<file path="src/inc/fpl_consts.vh">
// timing and encoding constants for the front panel lamp controller
`ifndef FPL_CONSTS_VH
`define FPL_CONSTS_VH
`define FPL_CLK_HZ 125000000
`define FPL_BLINK_SLOW_HZ 1
`define FPL_BLINK_FAST_HZ 5
`define FPL_HALF_SLOW_CYC (`FPL_CLK_HZ / (2 * `FPL_BLINK_SLOW_HZ))
`define FPL_HALF_FAST_CYC (`FPL_CLK_HZ / (2 * `FPL_BLINK_FAST_HZ))
`define FPL_SHOW_S 5
`define FPL_SHOW_CYC (`FPL_CLK_HZ * `FPL_SHOW_S)
`define FPL_STRETCH_MS 30
`define FPL_STRETCH_CYC (`FPL_CLK_HZ / 1000 * `FPL_STRETCH_MS)
`define FPL_SYS_START 2'h0
`define FPL_SYS_NORMAL 2'h1
`define FPL_SYS_ERROR 2'h2
`define FPL_COL_OFF 2'h0
`define FPL_COL_GREEN 2'h1
`define FPL_COL_ORANGE 2'h2
`define FPL_COL_RED 2'h3
`endif

</file>
<file path="src/verilog/fpl_blink_gen.v">
// free running square wave generator for lamp blinking
`timescale 1ns/1ns
module fpl_blink_gen #(
	parameter HALF_CYC = 12500000
) (
	// clock and reset
	input wire clk,
	input wire arst_n,
	// output square wave
	output reg wave
);
	reg [31:0] cnt_q;
	always @(posedge clk or negedge arst_n) begin
		if (!arst_n) begin
			cnt_q <= 32'h0;
			wave <= 1'b0;
		end else if (cnt_q >= HALF_CYC - 1) begin
			cnt_q <= 32'h0;
			wave <= ~wave;
		end else begin
			cnt_q <= cnt_q + 32'h1;
		end
	end
endmodule // fpl_blink_gen

</file>
<file path="src/verilog/fpl_act_stretch.v">
// stretches short activity pulses into visible on/off flashes
`timescale 1ns/1ns
module fpl_act_stretch #(
	parameter STRETCH_CYC = 3750000
) (
	// clock and reset
	input wire clk,
	input wire arst_n,
	// activity level or pulse in, flash out
	input wire act,
	output reg flash
);
	reg [31:0] cnt_q;
	reg pend_q;
	// each phase lasts at least STRETCH_CYC so bursts read as flicker
	always @(posedge clk or negedge arst_n) begin
		if (!arst_n) begin
			cnt_q <= 32'h0;
			flash <= 1'b0;
			pend_q <= 1'b0;
		end else if (cnt_q != 32'h0) begin
			cnt_q <= cnt_q - 32'h1;
			if (act)
				pend_q <= 1'b1;
		end else if (flash) begin
			flash <= 1'b0;
			cnt_q <= STRETCH_CYC;
		end else if (act || pend_q) begin
			flash <= 1'b1;
			pend_q <= 1'b0;
			cnt_q <= STRETCH_CYC;
		end
	end
endmodule // fpl_act_stretch

</file>
<file path="src/verilog/fpl_panel.v">
// front panel lamp controller: port lamps and system lamps
// Notes on behaviour
// - enabled port without link: both lamps dark
// - linked port with traffic: green flashes with activity
// - linked port, no traffic: green steady
// - collision on half duplex linked port: orange flashes, green stays lit
// - management disabled or port not enabled: orange only; fault: both steady
// - condition lamp red during start-up, steady green once started
// - failed start-up leaves condition lamp red
// - software update or recovery: condition lamp blinks green 1 Hz
// - maintenance mode: condition lamp blinks green 5 Hz
// - reset or detected error: condition lamp red
// - thermal lamp green when normal, orange when warm
// - over-temperature: thermal lamp red and shutdown requested
// - backup supply lamp off if absent, green if present but idle
// - backup supply carrying load: lamp orange
// - button press shows speed and duplex for five seconds
// - during display: green is 100Mbps, orange is full duplex
`timescale 1ns/1ns
`include "fpl_consts.vh"
module fpl_panel #(
	parameter PORTS = 8,
	parameter SHOW_CYC = `FPL_SHOW_CYC,
	parameter HALF_SLOW_CYC = `FPL_HALF_SLOW_CYC,
	parameter HALF_FAST_CYC = `FPL_HALF_FAST_CYC,
	parameter STRETCH_CYC = `FPL_STRETCH_CYC
) (
	// clock and reset
	input wire CLOCK,
	input wire ARST_N,
	// per-port status, one bit per port
	input wire [PORTS-1:0] PORT_ENABLED,
	input wire [PORTS-1:0] PORT_MGMT_OFF,
	input wire [PORTS-1:0] PORT_FAULT,
	input wire [PORTS-1:0] PORT_LINK,
	input wire [PORTS-1:0] PORT_ACTIVITY,
	input wire [PORTS-1:0] PORT_COLLISION,
	input wire [PORTS-1:0] PORT_FULL_DUPLEX,
	input wire [PORTS-1:0] PORT_SPEED_100,
	// system status
	input wire START_DONE,
	input wire START_FAIL,
	input wire SYS_ERROR,
	input wire SW_UPDATE,
	input wire MAINT_MODE,
	input wire TEMP_WARM,
	input wire TEMP_LIMIT,
	input wire BACKUP_SUPPLY_PRESENT,
	input wire BACKUP_SUPPLY_ACTIVE,
	// push button, already debounced, level high while pressed
	input wire STATUS_BUTTON,
	// port lamps
	output reg [PORTS-1:0] PORT_GREEN,
	output reg [PORTS-1:0] PORT_ORANGE,
	// system lamps, two-bit colour codes
	output reg [1:0] SYS_LAMP,
	output reg [1:0] TEMP_LAMP,
	output reg [1:0] BACKUP_SUPPLY_LAMP,
	// shutdown request and display mode indication
	output reg SHUTDOWN_REQ,
	output reg SHOW_ACTIVE
);
	localparam ST_START = 2'h0;
	localparam ST_RUN = 2'h1;
	localparam ST_FAIL = 2'h2;

	wire slow_wave;
	wire fast_wave;
	wire [PORTS-1:0] act_flash;
	wire [PORTS-1:0] col_flash;
	reg [1:0] state_q;
	reg [1:0] state_d;
	reg btn_q;
	reg [31:0] show_q;
	reg [PORTS-1:0] green_d;
	reg [PORTS-1:0] orange_d;
	reg [1:0] sys_d;
	reg [1:0] temp_d;
	reg [1:0] bsup_d;
	integer i;

	fpl_blink_gen #(
		.HALF_CYC(HALF_SLOW_CYC)
	) u_slow (
		.clk(CLOCK),
		.arst_n(ARST_N),
		.wave(slow_wave)
	);

	fpl_blink_gen #(
		.HALF_CYC(HALF_FAST_CYC)
	) u_fast (
		.clk(CLOCK),
		.arst_n(ARST_N),
		.wave(fast_wave)
	);

	genvar g;
	generate
		for (g = 0; g < PORTS; g = g + 1) begin : g_port
			fpl_act_stretch #(
				.STRETCH_CYC(STRETCH_CYC)
			) u_act (
				.clk(CLOCK),
				.arst_n(ARST_N),
				.act(PORT_ACTIVITY[g]),
				.flash(act_flash[g])
			);
			fpl_act_stretch #(
				.STRETCH_CYC(STRETCH_CYC)
			) u_col (
				.clk(CLOCK),
				.arst_n(ARST_N),
				.act(PORT_COLLISION[g] & ~PORT_FULL_DUPLEX[g]),
				.flash(col_flash[g])
			);
		end
	endgenerate

	// start-up sequence
	always @* begin
		state_d = state_q;
		case (state_q)
			ST_START: begin
				if (START_FAIL)
					state_d = ST_FAIL;
				else if (START_DONE)
					state_d = ST_RUN;
			end
			ST_RUN: begin
				state_d = ST_RUN;
			end
			default: begin
				state_d = ST_FAIL;
			end
		endcase
	end

	// five second display timer, restarted on each press
	always @(posedge CLOCK or negedge ARST_N) begin
		if (!ARST_N) begin
			state_q <= ST_START;
			btn_q <= 1'b0;
			show_q <= 32'h0;
		end else begin
			state_q <= state_d;
			btn_q <= STATUS_BUTTON;
			if (STATUS_BUTTON && !btn_q)
				show_q <= SHOW_CYC;
			else if (show_q != 32'h0)
				show_q <= show_q - 32'h1;
		end
	end

	// port lamp decode
	always @* begin
		green_d = {PORTS{1'b0}};
		orange_d = {PORTS{1'b0}};
		for (i = 0; i < PORTS; i = i + 1) begin
			if (show_q != 32'h0) begin
				green_d[i] = PORT_SPEED_100[i];
				orange_d[i] = PORT_FULL_DUPLEX[i];
			end else if (PORT_FAULT[i]) begin
				green_d[i] = 1'b1;
				orange_d[i] = 1'b1;
			end else if (PORT_MGMT_OFF[i] || !PORT_ENABLED[i]) begin
				orange_d[i] = 1'b1;
			end else if (!PORT_LINK[i]) begin
				green_d[i] = 1'b0;
			end else if (col_flash[i]) begin
				green_d[i] = 1'b1;
				orange_d[i] = 1'b1;
			end else begin
				green_d[i] = ~act_flash[i];
			end
		end
	end

	// system lamp decode
	always @* begin
		sys_d = `FPL_COL_RED;
		if (SYS_ERROR || state_q != ST_RUN)
			sys_d = `FPL_COL_RED;
		else if (MAINT_MODE)
			sys_d = fast_wave ? `FPL_COL_GREEN : `FPL_COL_OFF;
		else if (SW_UPDATE)
			sys_d = slow_wave ? `FPL_COL_GREEN : `FPL_COL_OFF;
		else
			sys_d = `FPL_COL_GREEN;
		if (TEMP_LIMIT)
			temp_d = `FPL_COL_RED;
		else if (TEMP_WARM)
			temp_d = `FPL_COL_ORANGE;
		else
			temp_d = `FPL_COL_GREEN;
		if (BACKUP_SUPPLY_ACTIVE)
			bsup_d = `FPL_COL_ORANGE;
		else if (BACKUP_SUPPLY_PRESENT)
			bsup_d = `FPL_COL_GREEN;
		else
			bsup_d = `FPL_COL_OFF;
	end

	// registered lamp outputs; red on the condition lamp during reset
	always @(posedge CLOCK or negedge ARST_N) begin
		if (!ARST_N) begin
			PORT_GREEN <= {PORTS{1'b0}};
			PORT_ORANGE <= {PORTS{1'b0}};
			SYS_LAMP <= `FPL_COL_RED;
			TEMP_LAMP <= `FPL_COL_OFF;
			BACKUP_SUPPLY_LAMP <= `FPL_COL_OFF;
			SHUTDOWN_REQ <= 1'b0;
			SHOW_ACTIVE <= 1'b0;
		end else begin
			PORT_GREEN <= green_d;
			PORT_ORANGE <= orange_d;
			SYS_LAMP <= sys_d;
			TEMP_LAMP <= temp_d;
			BACKUP_SUPPLY_LAMP <= bsup_d;
			SHUTDOWN_REQ <= TEMP_LIMIT;
			SHOW_ACTIVE <= (show_q != 32'h0);
		end
	end
endmodule // fpl_panel

</file>
<file path="config.mk">
export PLATFORM = sky130hd
export DESIGN_NAME = fpl_panel
export DESIGN_NICKNAME = d
export VERILOG_FILES = /design/src/verilog/fpl_blink_gen.v /design/src/verilog/fpl_act_stretch.v /design/src/verilog/fpl_panel.v
export VERILOG_INCLUDE_DIRS = /design/src /design/src/inc
export SDC_FILE = /design/constraint.sdc
export NUM_CORES = 1
export LEC_CHECK = 0
export BUFFER_PORTS_ARGS = -buffer_cell sky130_fd_sc_hd__buf_2
export CAP_MARGIN = 25
export CELL_PAD_IN_SITES_DETAIL_PLACEMENT = 1
export CELL_PAD_IN_SITES_GLOBAL_PLACEMENT = 2
export CORE_MARGIN = 4
export CORE_UTILIZATION = 37
export DETAILED_ROUTE_END_ITERATION = 10
export GPL_TIMING_DRIVEN = 0
export PLACE_DENSITY = 0.76
export SETUP_SLACK_MARGIN = 0.05
export SYNTH_ARGS = -nofsm -noshare
export SYNTH_HDL_FRONTEND = slang
export SYNTH_SLANG_ARGS = --single-unit
</file>
<file path="constraint.sdc">
create_clock -name CLOCK -period 2.9 [get_ports CLOCK]
set_clock_uncertainty 0.1 [all_clocks]
set_input_delay 0.435 -clock CLOCK [delete_from_list [all_inputs] [get_ports CLOCK]]
set_output_delay 0.435 -clock CLOCK [all_outputs]
set_load 0.01 [all_outputs]
</file>
==> results by group <==
Min path
  • Hold Path Cell Cnt: 3
  • HP Class: input pin to flop
  • Hold endpoint: g_port[2].u_act.pend_q$_DFFE_PN0P_
  • Start point of the worst hold path: PORT_ACTIVITY[2]

Placed design
  • I/O Buffers: 99
  • Dpl cell area: 36000 sq um
  • Pre-CTS setup slack: -0.663 ns
  • Placer congestion estimate: 0.754
  • Detailed Place HPWL: 60600 um

Logic synthesis
  • Post-synth top flop: dfrtp_1
  • Syn_area_per_cell: ~10 sq um
  • Count of cell types in the netlist: slightly above 80
  • Syn Inst Count: ~3500
  • Post-Syn Area: around 34000 sq um
  • #FFs+latches synth: 669
  • Post-synth ARST share: 100%
  • Seq/Total Area, Yosys: 49.8%
  • Post-synth EDFFs: 0
  • Yosys warning count: 0

Setup path
  • Critical Path RT: roughly 3.3 ns
  • R2R setup slack: 0.1 ns
  • Worst Path Max Fanout: 6
  • WP data arrival: 3.24 ns
  • Startpoint Class: flop
  • Critical Path Sink Type: flop
  • Critical R2R Capture: g_port[1].u_col.cnt_q[20]$_DFFE_PN0P_
  • RR Startpoint: g_port[1].u_col.cnt_q[0]$_DFFE_PN0P_
  • FF-to-FF path depth: 9
  • Kind of critical path: flop to flop

Finish
  • Area growth, synth to finish: 20.1%
  • Nets: 3878
  • Fin util: 44.8%
  • Commonest cells after routing, fill and taps aside: dfrtp_1 (665), nor2_1 (353), nor3_1 (224)
  • Share of layout cells above drive strength 1: 14.7%
  • Commonest non-fill, non-tap cell in the layout: dfrtp_1
  • Post-route cell area: 40400 sq um

Floorplanning
  • Rows: 110
  • Die X-Extent: roughly 310 um
  • Die height: approximately 310 um
  • Die area: 95800 sq um
  • IO Count: 100
  • Core Region: between 90000 and 100000 sq um
  • Initial core utilization: 37.3%

Clock network
  • Root buffer cell: clkbuf_16
  • Clock sinks: 669
  • Total clock buffers created by CTS: 80
  • Bufs on Longest Clock Path: 3
  • Clk_lat worst skew: about 0.62 ns
  • Worst-path clk slew: ~0.060 ns
  • CTS tree: yes
  • Max H-tree Level: 3

Routing
  • Post-DR wirelength/cell: approximately 18 um
  • Remaining DRCs: 0
  • Drt initial violations: 1197
  • Antenna viol nets, final: 0
  • DRT Pass-1 Iters: 5
  • Via count: 27770
  • Via density: 5.55
  • Post-Route WL: 89800 um

Timing
  • Slew headroom: 21.3%
  • Final critical-path share of the clock period: 96.6%
  • Unrepaired setup endpoints after global routing: yes
  • Slew @ Worst Pin: 1.17 ns
  • Final count of negative-setup-slack endpoints: 0
  • Pins Over Slew Limit: 0
  • Achievable Freq: 357 MHz
  • Setup WS post-layout: 0.0985 ns
  • Final hold violations: 0
  • Fin crit period: 2.80 ns

Global routing
  • Number of global-route vias before repair: approximately 29000
  • Pin count of the biggest net entering global routing: 114
  • First-pass GRT wire length: 150000 um
  • Initial antenna violation count: 4
  • Total track usage: 18.7%
  • Total congestion overflow: 0

Power and ir drop
  • Peak supply drop: around 0.39 mV
  • Leak: 17.4 nW
  • Pwr Density: 529 nW/um^2

Flow run
  • Max capacitance violation total: 0

Outcome
  • Run status: completed
cells by family after synthesis:
logic type                 Yosys count  share of synthesized area [%]
other                                1                         0.0111
muxes                               64                           2.02
AOI/OAI and AO/OA                  649                           12.5
DFF                                669                           49.8
adders and majority gates           35                           1.30
xor gates and xnor gates           258                           6.71
buffers and inverters              189                           2.20
and+or+nand+nor                   1600                           25.5
worst max-delay path, stage by stage, from the launching register on:
cell and delay (ns):
dfrtp_1 0.41, inv_2 0.07, ha_1 0.13, or4b_4 0.48, or4_4 0.53, or4_4 0.45, buf_8 0.16, buf_4 0.16
buf_4 0.13, a21oi_1 0.11
how the worst max path moves through the flow:
stage	from	end	slack, ns	depth (start not counted)
after global routing	g_port[5].u_act.cnt_q[24]$_DFFE_PN0P_	g_port[5].u_act.cnt_q[31]$_DFFE_PN0P_	-0.06	6
after detailed placement	g_port[2].u_col.cnt_q[4]$_DFFE_PN0P_	g_port[2].u_col.cnt_q[0]$_DFFE_PN0P_	-0.66	5
final	g_port[1].u_col.cnt_q[0]$_DFFE_PN0P_	g_port[1].u_col.cnt_q[20]$_DFFE_PN0P_	0.1	9
after CTS	g_port[0].u_col.cnt_q[24]$_DFFE_PN0P_	g_port[0].u_col.cnt_q[5]$_DFFE_PN0P_	0.05	6
after global placement	ARST_N	g_port[4].u_act.cnt_q[19]$_DFFE_PN0P_	-13.85	1
after floorplan	g_port[5].u_col.cnt_q[11]$_DFFE_PN0P_	g_port[5].u_col.cnt_q[31]$_DFFE_PN0P_	0.05	6
synth_stat cells, drive strengths merged (45+ instances only):
| cell type | n | share of area, % |
|---|---|---|
| dfrtp | 667 | 50 |
| nor4 | 173 | 3.5 |
| nor3 | 250 | 3.7 |
| a21oi | 164 | 2.4 |
| clkbuf | 87 | 0.97 |
| xnor2 | 133 | 3.5 |
| nor2 | 355 | 4.0 |
| inv | 80 | 0.89 |
| o21ai | 139 | 2.1 |
| xor2 | 125 | 3.3 |
| or3 | 102 | 1.9 |
| nand4 | 70 | 1.3 |
| a211oi | 45 | 1.0 |
| nand2 | 219 | 2.4 |
| o31ai | 95 | 2.1 |
| or4 | 87 | 2.0 |
| nand3 | 115 | 1.7 |
state kept, by name, summed over array words and instances, names as in the netlist:
name	cells
PORT_ORANGE	8
u_slow.wave	1
g_port.u_act.pend_q	8
u_slow.cnt_q	32
g_port.u_col.pend_q	8
g_port.u_col.flash	8
btn_q	1
u_fast.wave	1
SHUTDOWN_REQ	1
g_port.u_act.flash	8
SYS_LAMP	2
BACKUP_SUPPLY_LAMP	2
PORT_GREEN	8
show_q	32
g_port.u_act.cnt_q	256
state_q	2
g_port.u_col.cnt_q	256
u_fast.cnt_q	32
TEMP_LAMP	2
SHOW_ACTIVE	1
repair_timing:
| action | CTS | global route |
|---|---|---|
| hold endpoints to repair | 81 | 0 |
| pin swaps | 19 | 20 |
| buffers inserted | 30 | 27 |
| hold buffers | 37 | 0 |
| gates resized for setup | 95 | 121 |
| setup endpoints to repair | 380 | 407 |
| cloned | 0 | 2 |
power breakdown:
group	switching, W	internal, W
Sequential	0.000301	0.00958
Combinational	0.000702	0.000462
Clock	0.00406	0.00629
Total	0.00506	0.0163
metrics by stage:
| step | hold WS (ns) | TNS (ns) | power [W] | std cells |
|---|---|---|---|---|
| after CTS | 0.000683 | 0 | 0.0218 | 4979 |
| after global placement | 0.324 | -9278.44 | 0.0110 | 4753 |
| after floorplan | 0.0394 | 0 | 0.0105 | 3478 |
| final | 0.0340 | 0 | 0.0214 | 5005 |
| after global routing | 0.0282 | -0.0912 | 0.0224 | 5004 |
| after detailed placement | 0.272 | -67.33 | 0.0111 | 4772 |
layout make-up:
cell class / count / area [sq um]
Antenna cell: 1 / 2.50
Buffer: 100 / 509
Clock buffer: 110 / 2320
Clock inverter: 33 / 394
Fill cell: 10102 / 49700
Inverter: 80 / 300
Multi-Input combinational cell: 2620 / 17000
Sequential cell: 669 / 16700
Tap cell: 1176 / 1470
Timing Repair Buffer: 216 / 1650
metal layers:
layer,share of wire (%),up-vias,track usage [%]
met5,0.023,-,0
met4,2.1,4,4.66
met3,2.8,118,2.76
met2,46,271,30.8
met1,49,13961,26.0
li1,-,13416,-
Power figures use the tool's default switching activity.
